==> config.mk <==
export PLATFORM = sky130hd
export DESIGN_NAME = loop_supervisor
export DESIGN_NICKNAME = d
export VERILOG_FILES = /design/src/core/loop_sup_pkg.sv /design/src/core/loop_supervisor.sv
export SDC_FILE = /design/constraint.sdc
export NUM_CORES = 1
export LEC_CHECK = 0
export BUFFER_PORTS_ARGS = -buffer_cell sky130_fd_sc_hd__buf_2
export CORE_AREA = 2 2 112 195
export CTS_BUF_LIST = sky130_fd_sc_hd__clkbuf_8
export CTS_CLUSTER_DIAMETER = 120
export DETAILED_ROUTE_END_ITERATION = 10
export DIE_AREA = 0 0 114 197
export PLACE_DENSITY_LB_ADDON = 0.12
export SLEW_MARGIN = 10
export SYNTH_ARGS = -nofsm -noshare
export SYNTH_HDL_FRONTEND = slang
export SYNTH_SLANG_ARGS = --single-unit
==> constraint.sdc <==
create_clock -name clk_sys -period 5.3 [get_ports clk_sys]
set_input_delay 1.06 -clock clk_sys [delete_from_list [all_inputs] [get_ports clk_sys]]
set_output_delay 1.06 -clock clk_sys [all_outputs]
set_load 0.005 [all_outputs]
==> src/core/loop_sup_pkg.sv <==
// Register map, field layout, constants and bus carriers of the loop supervisor.
package loop_sup_pkg;
	localparam int ADDR_W = 12;
	localparam int IDX_W = ADDR_W - 2;
	localparam int DAC_W = 7;

	// Register indices; the byte address is four times the index.
	localparam logic [IDX_W-1:0] IDX_REVAL = 10'h015;
	localparam logic [IDX_W-1:0] IDX_EXIT = 10'h016;
	localparam logic [IDX_W-1:0] IDX_HOLD = 10'h029;
	localparam logic [IDX_W-1:0] IDX_CTRL = 10'h040;
	localparam logic [IDX_W-1:0] IDX_PRESC = 10'h041;
	localparam logic [IDX_W-1:0] IDX_STATE = 10'h082;
	localparam logic [IDX_W-1:0] IDX_STATUS = 10'h083;

	// Field positions.
	localparam int F_CRIT = 0;
	localparam int F_ACT = 2;
	localparam int F_MANREF = 0;
	localparam int F_DACEN = 2;
	localparam int F_AUTO = 0;
	localparam int F_FORCE = 1;
	localparam int F_REFEN = 4;
	localparam int F_SLOW = 4;
	localparam int F_LOCK = 5;
	localparam int F_SHORT = 6;

	// Reset values.
	localparam logic [7:0] CTRL_RST = 8'hF1;
	localparam logic [7:0] PRESC_RST = 8'h01;
	localparam logic [2:0] REVAL_RST = 3'h0;
	localparam logic [3:0] EXIT_RST = 4'h0;
	localparam logic [2:0] HOLD_RST = 3'h0;

	// Exit criteria and actions.
	localparam logic [1:0] CRIT_LOS = 2'h0;
	localparam logic [1:0] CRIT_PHASE = 2'h1;
	localparam logic [1:0] ACT_RESET = 2'h0;
	localparam logic [1:0] ACT_SLIP = 2'h1;
	localparam logic [1:0] ACT_DAC = 2'h3;

	// Edge monitor and revalidation figures.
	localparam logic [1:0] EDGE_LIMIT = 2'h3;
	localparam logic [1:0] REVAL_LAST = 2'h2;
	localparam logic [2:0] REVAL_SEL_MAX = 3'h7;
	localparam logic [6:0] REVAL_MAX = 7'h40;

	localparam logic [1:0] RESP_OKAY = 2'h0;
	localparam logic [1:0] RESP_SLVERR = 2'h2;

	typedef enum logic [2:0] {
		ST_INIT, ST_PRELOAD, ST_ACQUIRE, ST_LOCKED,
		ST_HOLD, ST_EXIT_SLIP, ST_EXIT_RESET, ST_EXIT_RAMP
	} loop_state_t;

	typedef struct packed {
		logic [ADDR_W-1:0] awaddr;
		logic              awvalid;
		logic [31:0]       wdata;
		logic [3:0]        wstrb;
		logic              wvalid;
		logic              bready;
		logic [ADDR_W-1:0] araddr;
		logic              arvalid;
		logic              rready;
	} axil_req_t;

	typedef struct packed {
		logic        awready;
		logic        wready;
		logic [1:0]  bresp;
		logic        bvalid;
		logic        arready;
		logic [31:0] rdata;
		logic [1:0]  rresp;
		logic        rvalid;
	} axil_rsp_t;
endpackage : loop_sup_pkg

==> src/core/loop_supervisor.sv <==
// Reference monitor, holdover and exit control of the input jitter-cleaning loop.
`timescale 1ns/1ns
`default_nettype none

module loop_supervisor #(
	parameter int NREF       = 4,
	parameter int PRESC_W    = 8,
	parameter int LOCK_TICKS = 1024,
	parameter int FILT_SHIFT = 4,
	parameter int IMP_STEPS  = 16
) (
	input  wire logic                      clk_sys,
	input  wire logic                      sys_rst,
	input  wire logic                      ce,
	input  wire loop_sup_pkg::axil_req_t   axi_req,
	output var  loop_sup_pkg::axil_rsp_t   axi_rsp,
	input  wire logic [NREF-1:0]           ref_clk_in,
	input  wire logic                      osc_clk_in,
	input  wire logic                      phase_err_wide,
	input  wire logic                      phase_slip,
	input  wire logic [6:0]                tuning_sample,
	output logic                           charge_pump_tristate,
	output logic                           dac_force,
	output logic [6:0]                     dac_code,
	output logic [$clog2(IMP_STEPS)-1:0]   dac_impedance,
	output logic                           div_restart,
	output logic                           osc_slow_warn,
	output logic                           lock_detect,
	output logic [NREF-1:0]                signal_lost_flag,
	output logic [2:0]                     loop_state_code
);
	import loop_sup_pkg::*;

	localparam int NCH = NREF + 1;
	localparam int NPIN = NCH + 2;
	localparam int LK_W = $clog2(LOCK_TICKS + 1);
	localparam int IMP_W = $clog2(IMP_STEPS);
	localparam int ACC_W = DAC_W + FILT_SHIFT;

	logic [NPIN-1:0]    pin_raw, sync1_q, sync2_q, prev_q;
	logic [NCH-1:0]     div_edge;
	logic               cr_tick, err_s, slip_rise;
	logic [PRESC_W-1:0] presc_q [NCH];
	logic [7:0]         ctrl_q;
	logic [2:0]         reval_sel_q;
	logic [3:0]         exit_q;
	logic [2:0]         hold_q;
	logic [NREF-1:0]    lost_vec, slow_vec, ref_en;
	logic               auto_mode, force_hold, dac_en;
	logic [1:0]         crit, act, man_ref;
	loop_state_t        state_q;

	assign auto_mode = ctrl_q[F_AUTO];
	assign force_hold = ctrl_q[F_FORCE];
	assign ref_en = ctrl_q[F_REFEN +: NREF];
	assign crit = exit_q[F_CRIT +: 2];
	assign act = exit_q[F_ACT +: 2];
	assign man_ref = hold_q[F_MANREF +: 2];
	assign dac_en = hold_q[F_DACEN];

	// Every pin passes two flip-flops; a third stage gives the edge reference.
	assign pin_raw = {phase_slip, phase_err_wide, osc_clk_in, ref_clk_in};
	always_ff @(posedge clk_sys) begin
		if (sys_rst) begin
			sync1_q <= '0;
			sync2_q <= '0;
			prev_q <= '0;
		end else if (ce) begin
			sync1_q <= pin_raw;
			sync2_q <= sync1_q;
			prev_q <= sync2_q;
		end
	end
	assign err_s = sync2_q[NCH];
	assign slip_rise = sync2_q[NCH+1] & ~prev_q[NCH+1];

	// One prescaler per input; wrapping on reaching the limit recovers from any bad count.
	for (genvar c = 0; c < NCH; c++) begin : g_presc
		logic [PRESC_W-1:0] cnt_q;
		logic [PRESC_W-1:0] lim;
		logic               rise;
		assign rise = sync2_q[c] & ~prev_q[c];
		assign lim = (presc_q[c] == '0) ? '0 : presc_q[c] - 1'b1;
		assign div_edge[c] = rise & (cnt_q >= lim);
		always_ff @(posedge clk_sys) begin
			if (sys_rst) begin
				cnt_q <= '0;
			end else if (ce && rise) begin
				cnt_q <= (cnt_q >= lim) ? '0 : cnt_q + 1'b1;
			end
		end
	end
	assign cr_tick = div_edge[NREF];

	// Free-running revalidation timer at the common rate.
	logic [6:0] vt_cnt_q, vt_period;
	logic       vt_expire;
	always_comb begin
		if (reval_sel_q == '0) begin
			vt_period = '0;
		end else if (reval_sel_q == REVAL_SEL_MAX) begin
			vt_period = REVAL_MAX;
		end else begin
			vt_period = 7'h01 << reval_sel_q;
		end
	end
	assign vt_expire = cr_tick & (vt_period != '0) & (vt_cnt_q >= vt_period - 1'b1);
	always_ff @(posedge clk_sys) begin
		if (sys_rst) begin
			vt_cnt_q <= '0;
		end else if (ce && cr_tick) begin
			vt_cnt_q <= vt_expire ? '0 : vt_cnt_q + 1'b1;
		end
	end

	// Per-reference loss monitor, revalidation and slow-oscillator check.
	for (genvar i = 0; i < NREF; i++) begin : g_mon
		logic [1:0] osc_cnt_q, ref_cnt_q, val_cnt_q;
		logic       lost_q, slow_q, lose_ev;
		assign lose_ev = cr_tick & ~div_edge[i] & (osc_cnt_q == EDGE_LIMIT - 1'b1);
		assign lost_vec[i] = lost_q;
		assign slow_vec[i] = slow_q;
		always_ff @(posedge clk_sys) begin
			if (sys_rst) begin
				osc_cnt_q <= '0;
			end else if (ce) begin
				if (div_edge[i]) begin
					osc_cnt_q <= '0;
				end else if (cr_tick && osc_cnt_q != EDGE_LIMIT) begin
					osc_cnt_q <= osc_cnt_q + 1'b1;
				end
			end
		end
		// A reference starts flagged and must earn its way in.
		always_ff @(posedge clk_sys) begin
			if (sys_rst) begin
				lost_q <= 1'b1;
				val_cnt_q <= '0;
			end else if (ce) begin
				if (lose_ev) begin
					lost_q <= 1'b1;
					val_cnt_q <= '0;
				end else if (lost_q && osc_cnt_q == EDGE_LIMIT) begin
					val_cnt_q <= '0;
				end else if (lost_q && vt_period == '0 && div_edge[i]) begin
					lost_q <= 1'b0;
				end else if (lost_q && vt_expire) begin
					if (val_cnt_q == REVAL_LAST) begin
						lost_q <= 1'b0;
						val_cnt_q <= '0;
					end else begin
						val_cnt_q <= val_cnt_q + 1'b1;
					end
				end
			end
		end
		// Three reference edges inside one oscillator period mark the oscillator slow.
		always_ff @(posedge clk_sys) begin
			if (sys_rst) begin
				ref_cnt_q <= '0;
				slow_q <= 1'b0;
			end else if (ce) begin
				if (cr_tick) begin
					slow_q <= (ref_cnt_q == EDGE_LIMIT);
					ref_cnt_q <= {1'b0, div_edge[i]};
				end else if (div_edge[i] && ref_cnt_q != EDGE_LIMIT) begin
					ref_cnt_q <= ref_cnt_q + 1'b1;
				end
			end
		end
	end

	// Warning only; nothing downstream acts on it.
	logic warn_q;
	always_ff @(posedge clk_sys) begin
		if (sys_rst) begin
			warn_q <= 1'b0;
		end else if (ce) begin
			warn_q <= |(slow_vec & ref_en & ~lost_vec);
		end
	end

	// Lock detect counts common-rate cycles free of wide phase error.
	logic [LK_W-1:0] lock_cnt_q;
	logic            lock_q;
	always_ff @(posedge clk_sys) begin
		if (sys_rst) begin
			lock_cnt_q <= '0;
			lock_q <= 1'b0;
		end else if (ce) begin
			if (err_s) begin
				lock_cnt_q <= '0;
				lock_q <= 1'b0;
			end else if (cr_tick && !lock_q) begin
				if (lock_cnt_q == LK_W'(LOCK_TICKS - 1)) begin
					lock_q <= 1'b1;
				end
				lock_cnt_q <= lock_cnt_q + 1'b1;
			end
		end
	end

	// Fast tristate on clk_sys, ahead of the common-rate FSM.
	logic short_q;
	always_ff @(posedge clk_sys) begin
		if (sys_rst) begin
			short_q <= 1'b0;
		end else if (ce) begin
			if (state_q == ST_LOCKED && err_s) begin
				short_q <= 1'b1;
			end else if (state_q != ST_LOCKED || lock_q) begin
				short_q <= 1'b0;
			end
		end
	end

	// Candidate reference: lowest-numbered enabled input without loss.
	logic [1:0] best;
	logic       any_ok;
	always_comb begin
		best = '0;
		any_ok = 1'b0;
		for (int k = NREF - 1; k >= 0; k--) begin
			if (ref_en[k] && !lost_vec[k]) begin
				best = 2'(k);
				any_ok = 1'b1;
			end
		end
	end

	// Slip seen while waiting for zero phase error; a new slip wins over the clear.
	logic slip_seen_q;
	always_ff @(posedge clk_sys) begin
		if (sys_rst) begin
			slip_seen_q <= 1'b0;
		end else if (ce) begin
			if (slip_rise) begin
				slip_seen_q <= 1'b1;
			end else if (state_q != ST_EXIT_SLIP) begin
				slip_seen_q <= 1'b0;
			end
		end
	end

	// Loop state machine, stepped once per common-rate cycle.
	logic [1:0]       active_q;
	logic [IMP_W-1:0] imp_q;
	logic             lost_act, exit_ok;
	assign lost_act = lost_vec[active_q];
	assign exit_ok = auto_mode ? any_ok : ~force_hold;
	always_ff @(posedge clk_sys) begin
		if (sys_rst) begin
			state_q <= ST_INIT;
			active_q <= '0;
			imp_q <= '0;
		end else if (ce && cr_tick) begin
			case (state_q)
				ST_INIT: begin
					state_q <= ST_PRELOAD;
				end
				ST_PRELOAD: begin
					if (!auto_mode) begin
						active_q <= man_ref;
						state_q <= ST_ACQUIRE;
					end else if (any_ok) begin
						active_q <= best;
						state_q <= ST_ACQUIRE;
					end
				end
				ST_ACQUIRE: begin
					if (auto_mode && lost_act) begin
						state_q <= ST_PRELOAD;
					end else if (!auto_mode && force_hold) begin
						state_q <= ST_HOLD;
					end else if (lock_q) begin
						state_q <= ST_LOCKED;
					end
				end
				ST_LOCKED: begin
					if (auto_mode ? (lost_act || !lock_q) : force_hold) begin
						state_q <= ST_HOLD;
					end
				end
				ST_HOLD: begin
					imp_q <= '0;
					if (exit_ok) begin
						active_q <= auto_mode ? best : man_ref;
						if (crit == CRIT_PHASE && act == ACT_SLIP) begin
							state_q <= ST_EXIT_SLIP;
						end else begin
							state_q <= ST_EXIT_RESET;
						end
					end
				end
				ST_EXIT_SLIP: begin
					if (!exit_ok || (auto_mode && lost_act)) begin
						state_q <= ST_HOLD;
					end else if (slip_seen_q && !err_s) begin
						state_q <= ST_ACQUIRE;
					end
				end
				ST_EXIT_RESET: begin
					if (act == ACT_DAC && dac_en) begin
						state_q <= ST_EXIT_RAMP;
					end else begin
						state_q <= ST_ACQUIRE;
					end
				end
				ST_EXIT_RAMP: begin
					if (imp_q == IMP_W'(IMP_STEPS - 1)) begin
						state_q <= ST_ACQUIRE;
					end else begin
						imp_q <= imp_q + 1'b1;
					end
				end
				default: begin
					state_q <= ST_INIT;
				end
			endcase
		end
	end

	// Divider restart pulse, one clk_sys cycle, as the reset exit step runs.
	logic restart_q;
	always_ff @(posedge clk_sys) begin
		if (sys_rst) begin
			restart_q <= 1'b0;
		end else if (ce) begin
			restart_q <= cr_tick & (state_q == ST_EXIT_RESET);
		end
	end

	// Tuning average, updated only while the loop is locked.
	logic [ACC_W-1:0]        avg_q;
	logic signed [ACC_W:0]   diff;
	assign diff = $signed({1'b0, tuning_sample, {FILT_SHIFT{1'b0}}}) - $signed({1'b0, avg_q});
	always_ff @(posedge clk_sys) begin
		if (sys_rst) begin
			avg_q <= {1'b1, {(ACC_W - 1){1'b0}}};
		end else if (ce && cr_tick && lock_q && state_q == ST_LOCKED) begin
			avg_q <= avg_q + ACC_W'(diff >>> FILT_SHIFT);
		end
	end

	// Pump and converter controls decoded from the state.
	logic fsm_tri, fsm_dac;
	always_comb begin
		fsm_tri = (state_q == ST_INIT) || (state_q == ST_PRELOAD) || (state_q == ST_HOLD)
			|| (state_q == ST_EXIT_SLIP) || (state_q == ST_EXIT_RESET);
		fsm_dac = (dac_en && ((state_q == ST_HOLD) || (state_q == ST_EXIT_SLIP)
			|| (state_q == ST_EXIT_RESET))) || (state_q == ST_EXIT_RAMP);
	end
	assign charge_pump_tristate = fsm_tri | short_q;
	assign dac_force = fsm_dac;
	assign dac_code = avg_q[ACC_W-1 -: DAC_W];
	assign dac_impedance = imp_q;
	assign div_restart = restart_q;
	assign osc_slow_warn = warn_q;
	assign lock_detect = lock_q;
	assign signal_lost_flag = lost_vec;
	assign loop_state_code = state_q;

	// AXI4-Lite slave: address and data taken in either order, one of each at a time.
	logic             aw_have_q, w_have_q, bvalid_q, rvalid_q, do_write;
	logic [IDX_W-1:0] aw_idx_q;
	logic [7:0]       wbyte_q;
	logic             wstb_q;
	logic [1:0]       bresp_q, rresp_q;
	logic [31:0]      rdata_q, rd_data;
	logic             rd_ok;
	logic [IDX_W-1:0] rd_idx;

	function automatic logic mapped(input logic [IDX_W-1:0] idx);
		mapped = (idx == IDX_REVAL) || (idx == IDX_EXIT) || (idx == IDX_HOLD)
			|| (idx == IDX_CTRL) || (idx == IDX_STATE) || (idx == IDX_STATUS)
			|| (idx >= IDX_PRESC && idx < IDX_PRESC + IDX_W'(NCH));
	endfunction : mapped

	assign do_write = ce & aw_have_q & w_have_q & ~bvalid_q;
	always_ff @(posedge clk_sys) begin
		if (sys_rst) begin
			aw_have_q <= 1'b0;
			w_have_q <= 1'b0;
			bvalid_q <= 1'b0;
			aw_idx_q <= '0;
			wbyte_q <= '0;
			wstb_q <= 1'b0;
			bresp_q <= RESP_OKAY;
		end else if (ce) begin
			if (axi_req.awvalid && axi_rsp.awready) begin
				aw_have_q <= 1'b1;
				aw_idx_q <= axi_req.awaddr[ADDR_W-1:2];
			end
			if (axi_req.wvalid && axi_rsp.wready) begin
				w_have_q <= 1'b1;
				wbyte_q <= axi_req.wdata[7:0];
				wstb_q <= axi_req.wstrb[0];
			end
			if (do_write) begin
				aw_have_q <= 1'b0;
				w_have_q <= 1'b0;
				bvalid_q <= 1'b1;
				bresp_q <= mapped(aw_idx_q) ? RESP_OKAY : RESP_SLVERR;
			end else if (bvalid_q && axi_req.bready) begin
				bvalid_q <= 1'b0;
			end
		end
	end

	// Writable configuration; status registers ignore writes.
	always_ff @(posedge clk_sys) begin
		if (sys_rst) begin
			ctrl_q <= CTRL_RST;
			reval_sel_q <= REVAL_RST;
			exit_q <= EXIT_RST;
			hold_q <= HOLD_RST;
			for (int c = 0; c < NCH; c++) begin
				presc_q[c] <= PRESC_W'(PRESC_RST);
			end
		end else if (do_write && wstb_q) begin
			if (aw_idx_q == IDX_CTRL) ctrl_q <= wbyte_q;
			if (aw_idx_q == IDX_REVAL) reval_sel_q <= wbyte_q[2:0];
			if (aw_idx_q == IDX_EXIT) exit_q <= wbyte_q[3:0];
			if (aw_idx_q == IDX_HOLD) hold_q <= wbyte_q[2:0];
			for (int c = 0; c < NCH; c++) begin
				if (aw_idx_q == IDX_PRESC + IDX_W'(c)) presc_q[c] <= wbyte_q[PRESC_W-1:0];
			end
		end
	end

	// Read decode.
	assign rd_idx = axi_req.araddr[ADDR_W-1:2];
	always_comb begin
		rd_data = '0;
		rd_ok = mapped(rd_idx);
		if (rd_idx == IDX_CTRL) rd_data[7:0] = ctrl_q;
		if (rd_idx == IDX_REVAL) rd_data[2:0] = reval_sel_q;
		if (rd_idx == IDX_EXIT) rd_data[3:0] = exit_q;
		if (rd_idx == IDX_HOLD) rd_data[2:0] = hold_q;
		if (rd_idx == IDX_STATE) rd_data[2:0] = state_q;
		if (rd_idx == IDX_STATUS) begin
			rd_data[NREF-1:0] = lost_vec;
			rd_data[F_SLOW] = warn_q;
			rd_data[F_LOCK] = lock_q;
			rd_data[F_SHORT] = short_q;
		end
		for (int c = 0; c < NCH; c++) begin
			if (rd_idx == IDX_PRESC + IDX_W'(c)) rd_data[PRESC_W-1:0] = presc_q[c];
		end
	end

	always_ff @(posedge clk_sys) begin
		if (sys_rst) begin
			rvalid_q <= 1'b0;
			rdata_q <= '0;
			rresp_q <= RESP_OKAY;
		end else if (ce) begin
			if (axi_req.arvalid && axi_rsp.arready) begin
				rvalid_q <= 1'b1;
				rdata_q <= rd_data;
				rresp_q <= rd_ok ? RESP_OKAY : RESP_SLVERR;
			end else if (rvalid_q && axi_req.rready) begin
				rvalid_q <= 1'b0;
			end
		end
	end

	// Ready terms are held low while the clock enable is low so no handshake is lost.
	always_comb begin
		axi_rsp.awready = ce & ~aw_have_q & ~bvalid_q;
		axi_rsp.wready = ce & ~w_have_q & ~bvalid_q;
		axi_rsp.bvalid = bvalid_q;
		axi_rsp.bresp = bresp_q;
		axi_rsp.arready = ce & ~rvalid_q;
		axi_rsp.rvalid = rvalid_q;
		axi_rsp.rdata = rdata_q;
		axi_rsp.rresp = rresp_q;
	end
endmodule : loop_supervisor

`default_nettype wire

**Word level (Yosys, flattened, before mapping)**

Memory sizes are Yosys's and may differ from the RTL's.
Cells that the tools add are included.

- Flip-flop bits (word level): 189
- Bits in latches: 0
- RAM bits: 40
- ROM bits: 0
- Input port bits: 82
- Output and inout bits: 64
- Word-level logic and storage cells: 540
- Memories kept: 1

- $add $sub $neg: 28
- $mul: 0
- Divide/modulo/power cells: 0
- Order comparisons: 11
- Equal/unequal tests: 76
- Shift operators: 1
- Mux-type cells: 158
- Bitwise operators: 54
- Reductions and logical operators: 158

Memories:

| name | words | bits a word | rd ports | clocked after memory_dff | write ports | RTL line | RTL |
|---|---|---|---|---|---|---|---|
| presc_q | 5 | 8 | 5 | 0 | 5 | loop_supervisor.sv:43 | `logic [PRESC_W-1:0] presc_q [NCH];` |

Operators with widths:

| operator | count |
|---|---|
| 8-bit 2-to-1 mux | 21 |
| 10-bit by 7-bit equality test with 1-bit output, second input constant | 12 |
| 2-bit 2-to-1 mux | 47 |
| 1-bit 2-to-1 mux | 64 |
| 1-bit logical AND | 52 |
| 2-bit AND reduction | 24 |
| 3-bit 2-to-1 mux | 14 |
| 8-bit by 1-bit adder with 8-bit output, second input constant | 5 |
| 10-bit by 5-bit equality test with 1-bit output, second input constant | 4 |
| 10-bit by 8-bit equality test with 1-bit output, second input constant | 4 |
| 8-bit greater-or-equal comparator | 5 |
| 8-bit zero test | 5 |
| 8-bit by 1-bit subtractor with 8-bit output, second input constant | 5 |
| 2-bit nonzero test | 18 |
| 3-bit nonzero test | 12 |
| 2-bit equality test, second input constant | 17 |
| 1-bit bitwise AND | 30 |
| 2-bit != test, second input constant | 15 |
| 7-bit 2-to-1 mux | 4 |
| 2-bit by 1-bit adder with 2-bit output, second input constant | 12 |
| 3-bit case mux with 8 select lines | 1 |
| 1-bit logical OR | 22 |
| 11-bit 2-to-1 mux | 2 |
| 3-bit != test, second input constant | 7 |
| other kinds (37) | 84 |

**Depth between registers and ports, before layout**

- Word-level depth: 12
- Gate-level depth with buffers: 16
- Gate-level depth less buffers: 15

**Least setup slack after synthesis**

No wires, ideal clock.

- Path type: input-to-reg
- From: input port tuning_sample[2]
- To: register avg_q[9]
- Library setup time: 70 ps
- Arrival time: 3904 ps
- Required time: 5230 ps
- Setup slack: 1325 ps
- Stages: 11
- Buffers on the path: 0
- Cells stage by stage: ha_1 > and3_1 > a2111oi_2 > a21oi_1 > a31oi_1 > ha_1 > and2_1 > a31o_2 > o31a_1 > or3_1 > a21oi_1

- Word-level cells in the longest chain between the ends: 2

Ends and longest elaborated chain:

| what | RTL line | RTL |
|---|---|---|
| from (decl) | loop_supervisor.sv:21 | `input wire logic [6:0] tuning_sample,` |
| 11-bit by 11-bit subtractor with 12-bit output | loop_supervisor.sv:336 | `assign diff = $signed({1'b0, tuning_sample, {FILT_SHIFT{1'b0}}}) - $signed({1'b0, avg_q});` |
| 11-bit adder | loop_supervisor.sv:341 | `avg_q <= avg_q + ACC_W'(diff >>> FILT_SHIFT);` |
| to (signal assigned) | loop_supervisor.sv:339 | `avg_q <= {1'b1, {(ACC_W - 1){1'b0}}};` |
| to (signal assigned) | loop_supervisor.sv:341 |  |
| to (decl) | loop_supervisor.sv:334 | `logic [ACC_W-1:0] avg_q;` |

No other way between the ends.
A chain may end at the register's enable or synchronous reset.

==> metrics.yaml <==
synthTopCellsByArea: "dfxtp_1, edfxtp_1, ha_1, nand2_1, nor2_1"
maxSlewHeadroom_pct: 23.06
timing.reg2reg.worst_path_depth: 13
gp_routability_congestion: 0.9030
final_util_pct: 68.34
clk_path_buf_depth: 3
wl_met3_um: 1769
fillCellCount: 1789
worst_skew_pair.late_latency_ps: 530
fp-row-count: 70
portion_of_total_power_attributed_to_combinational_logic_pct: 7.3
core_area_mm2: 0.02085
critPathMaxStageDelay_ps: 550
die-width_um: 114
reg_to_reg_critical_path_startpoint: "presc_q[0][8]$_DFFE_PP_"
synthDistinctLibCells: 93
synth_top_cells_by_count: "dfxtp_1, nand2_1, nor2_1, a21oi_1, ha_1"
fin_skew_ps: 15.91
post_cts_resize_count: 0
muxShareOfSynthArea_pct: 4.967
grt_antenna_before_repair: 0
gr-usage-all-layers_pct: 30.19
ffs_latches_synth: 226
cp_top_family: "simple AND/OR/NAND/NOR gates"
final_period_util_pct: 77.83
power_density_normalized_to_cell_area_mw_per_mm2: 247.3
grt_first_pass_wirelength_um: 54090
crit_path_start_kind: "flop"
report.final.setup_viol: 0
maximum_number_of_pins_on_one_net_before_global_route_repair: 80
io_pins: 146
rsz0062_at_grt: "false"
preCtsSetupSlack_ps: 835.9
netSwitchingPower_uw: 871.0
setup_ws_post_layout_ps: 1175
synth_xor_xnor_area_share_pct: 5.195
power.sequential.fraction_pct: 51.3
slew_violations: 0
endpoint_required_time_on_the_critical_path_ps: 5680
cts_htree_levels: 2
synth-async-reset-ratio_pct: 0
drive_above_1_share_pct: 11.79
synth_simple_gate_area_share_pct: 23.39
die_area_mm2: 0.02246
cts_hold_repair.buffers: 0
first_iter_violations: 739
cts_made_buffers: 35
drt.antenna.violating_nets: 0
detail_route.drc_violations: 0
vias: 11210
syn_avg_cell_area_um2: 8.732
crit_start: "presc_q[0][8]$_DFFE_PP_"
vias_in_the_first_global_route: 10920
layout.cells.non_filler: 1855
power_frac_clock_pct: 41.4
die_height_um: 197
synth-seq-area-share_pct: 37.45
first_pass_iters: 7
cts_tree: "done"
nNetsFinal: 1754
critPathBufInv: 1
yosys.area_share.adder_pct: 8.811
period_needed_ps: 4125
yosys_warnings: 0
insertedDiodeCount: 0
synth_compound_area_share_pct: 14.54
status: "finished, final reports clean"
cts_root_buffer: "clkbuf_8"
synth.most_common_cell: "dfxtp_1"
detail_route.wirelength.met1_um: 12410
worstSetupPathDepth: 13
setup.worst_path.end_class: "flop"
criticalPathCategory: "flop to flop"
worst_ir_drop_vdd_uv: 182.5
worstHoldPathType: "flop to flop"
clk_transition_reported_paths_ps: 60
vias_per_cell: 6.041
p_leak_nw: 5.811
synth_enable_flop_cells: 40
cp_data_arrival_time_ps: 4510
dr_wl_met2_um: 17600
synth_flop_type: "dfxtp_1"
fin_total_pwr_mw: 3.523
place_hpwl_um: 25190
cell_with_the_largest_stage_delay_on_the_worst_path: "or3b_2"
netlist.area_leader.share_pct: 28.32
area_growth_pct: 8.325
critical_path_peak_fanout: 6
internal_power_mw: 2.652
postCtsSetupRepairBufs: 0
synth_top_family_by_area: "simple AND/OR/NAND/NOR gates"
route.top_layer_used: "met4"
p_sw_share_pct: 24.73
clock_sink_count: 226
grt_overflow_total: 0
drv_cap: 0
rr_endpoint: "g_mon[1].val_cnt_q[1]$_SDFFE_PP0P_"
timing.final.hold_violations: 0
fmax_ghz: 0.2424
detail_route.wl_per_cell_um: 18.12
crit_path_cell_trace: "inv_1 > ha_1 > or3b_2 > or3b_2 > and2_1 > ha_1 > nand2b_1 > nand3_1 > a21oi_1 > o22ai_1 > nor2_1 > o311ai_0 > o32ai_1"
place.detailed.instances: 1795
mappedNetlistArea_mm2: 0.01315
worstMarginPinSlew_ps: 1142
slack_of_the_worst_reg_to_reg_path_ps: 1180
io_buffers: 88
critical_path.endpoint: "g_mon[1].val_cnt_q[1]$_SDFFE_PP0P_"
yosysTopAreaCell: "dfxtp_1"
finalSetupTns_ps: 0
postRouteWirelength_um: 33620
initial_utilization_pct: 63.09
synthCells: 1506
==> final cells by class <==
| cell class | instances | area, um^2 | share of cell area [%] |
|---|---|---|---|
| Multi-Input combinational cell | 1168 | 7599 | 53.34 |
| Sequential cell | 226 | 4925 | 34.57 |
| Clock buffer | 43 | 591.8 | 4.155 |
| Timing Repair Buffer | 101 | 540.5 | 3.794 |
| Tap cell | 252 | 315.3 | 2.213 |
| Inverter | 48 | 180.2 | 1.265 |
| Clock inverter | 17 | 93.84 | 0.6588 |
==> power groups by stage <==
| stage | registers, mW | logic (mW) | clock network, mW |
|---|---|---|---|
| final | 1.81 | 0.256 | 1.46 |
| after CTS | 1.81 | 0.255 | 1.49 |
| after detailed placement | 1.85 | 0.254 | 0 |
| after floorplan | 1.83 | 0.193 | 0 |
| after global routing | 1.81 | 0.286 | 1.56 |
| after global placement | 1.84 | 0.250 | 0 |
==> metal layers <==
layer | up-vias | track usage (%)
li1 | 5475 | -
met1 | 5278 | 32.76
met2 | 357 | 55.73
met3 | 96 | 3.844
met4 | 0 | 16.58
met5 | - | 0
==> worst register-to-register path: cells and delay by family, from the launching register on <==
kind,cells,cell delay [ps]
simple gates,6,1690
compound gates,4,1240
fa+ha+maj,2,440
buf+inv,1,120
flops,1,480
==> stage by stage <==
stage	instance area, um^2	hold WS [ps]
2_1_floorplan	13250	436.0
3_3_place_gp	13560	446.2
3_5_place_dp	13560	450.8
4_1_cts	14240	460.2
5_1_grt	14240	488.6
6_report	14240	458.1
==> layout by cell type (no fill, tap or decap), types with 29 or more instances in the layout <==
cell type  instances
conb_1            29
ha_1              91
inv_1             57
dfxtp_1          186
nand3_1           41
edfxtp_1          40
mux2i_1           54
nor2_1           149
o21ai_0           53
a21oi_1          103
nor2b_1           32
buf_2             87
nand2_1          174
xor2_1            49
xnor2_1           29
nor3_1            43
clkbuf_8          43
==> worst min path at each step <==
stage	from	to	slack, ps	cells after the start
floorplan	g_mon[2].slow_q$_SDFFE_PP0P_	g_mon[2].slow_q$_SDFFE_PP0P_	440	2
global placement	g_mon[2].slow_q$_SDFFE_PP0P_	g_mon[2].slow_q$_SDFFE_PP0P_	450	2
detailed placement	g_mon[0].slow_q$_SDFFE_PP0P_	g_mon[0].slow_q$_SDFFE_PP0P_	450	2
CTS	g_mon[2].slow_q$_SDFFE_PP0P_	g_mon[2].slow_q$_SDFFE_PP0P_	460	2
global route	g_mon[2].slow_q$_SDFFE_PP0P_	g_mon[2].slow_q$_SDFFE_PP0P_	490	2
finish	g_mon[2].slow_q$_SDFFE_PP0P_	g_mon[2].slow_q$_SDFFE_PP0P_	460	2
==> registers in the layout, summed over array words and instances (netlist names), 6 cells and up <==
| register | count |
|---|---|
| g_mon.osc_cnt_q | 8 |
| sync2_q | 7 |
| avg_q | 11 |
| g_presc.cnt_q | 40 |
| sync1_q | 7 |
| g_mon.val_cnt_q | 8 |
| g_mon.ref_cnt_q | 8 |
| aw_idx_q | 10 |
| rdata_q | 8 |
| ctrl_q | 8 |
| prev_q | 6 |
| presc_q | 40 |
| vt_cnt_q | 7 |
| lock_cnt_q | 11 |
| wbyte_q | 8 |
==> cell families after synthesis <==
group	after synthesis
AO/OA/AOI/OAI	297
adder cells (fa/ha/maj)	92
multiplexers	61
other	2
AND/OR/NAND/NOR	611
buffers and inverters	139
flip-flops	226
XOR/XNOR	78
Note: power is estimated with default switching activity, not from simulation.
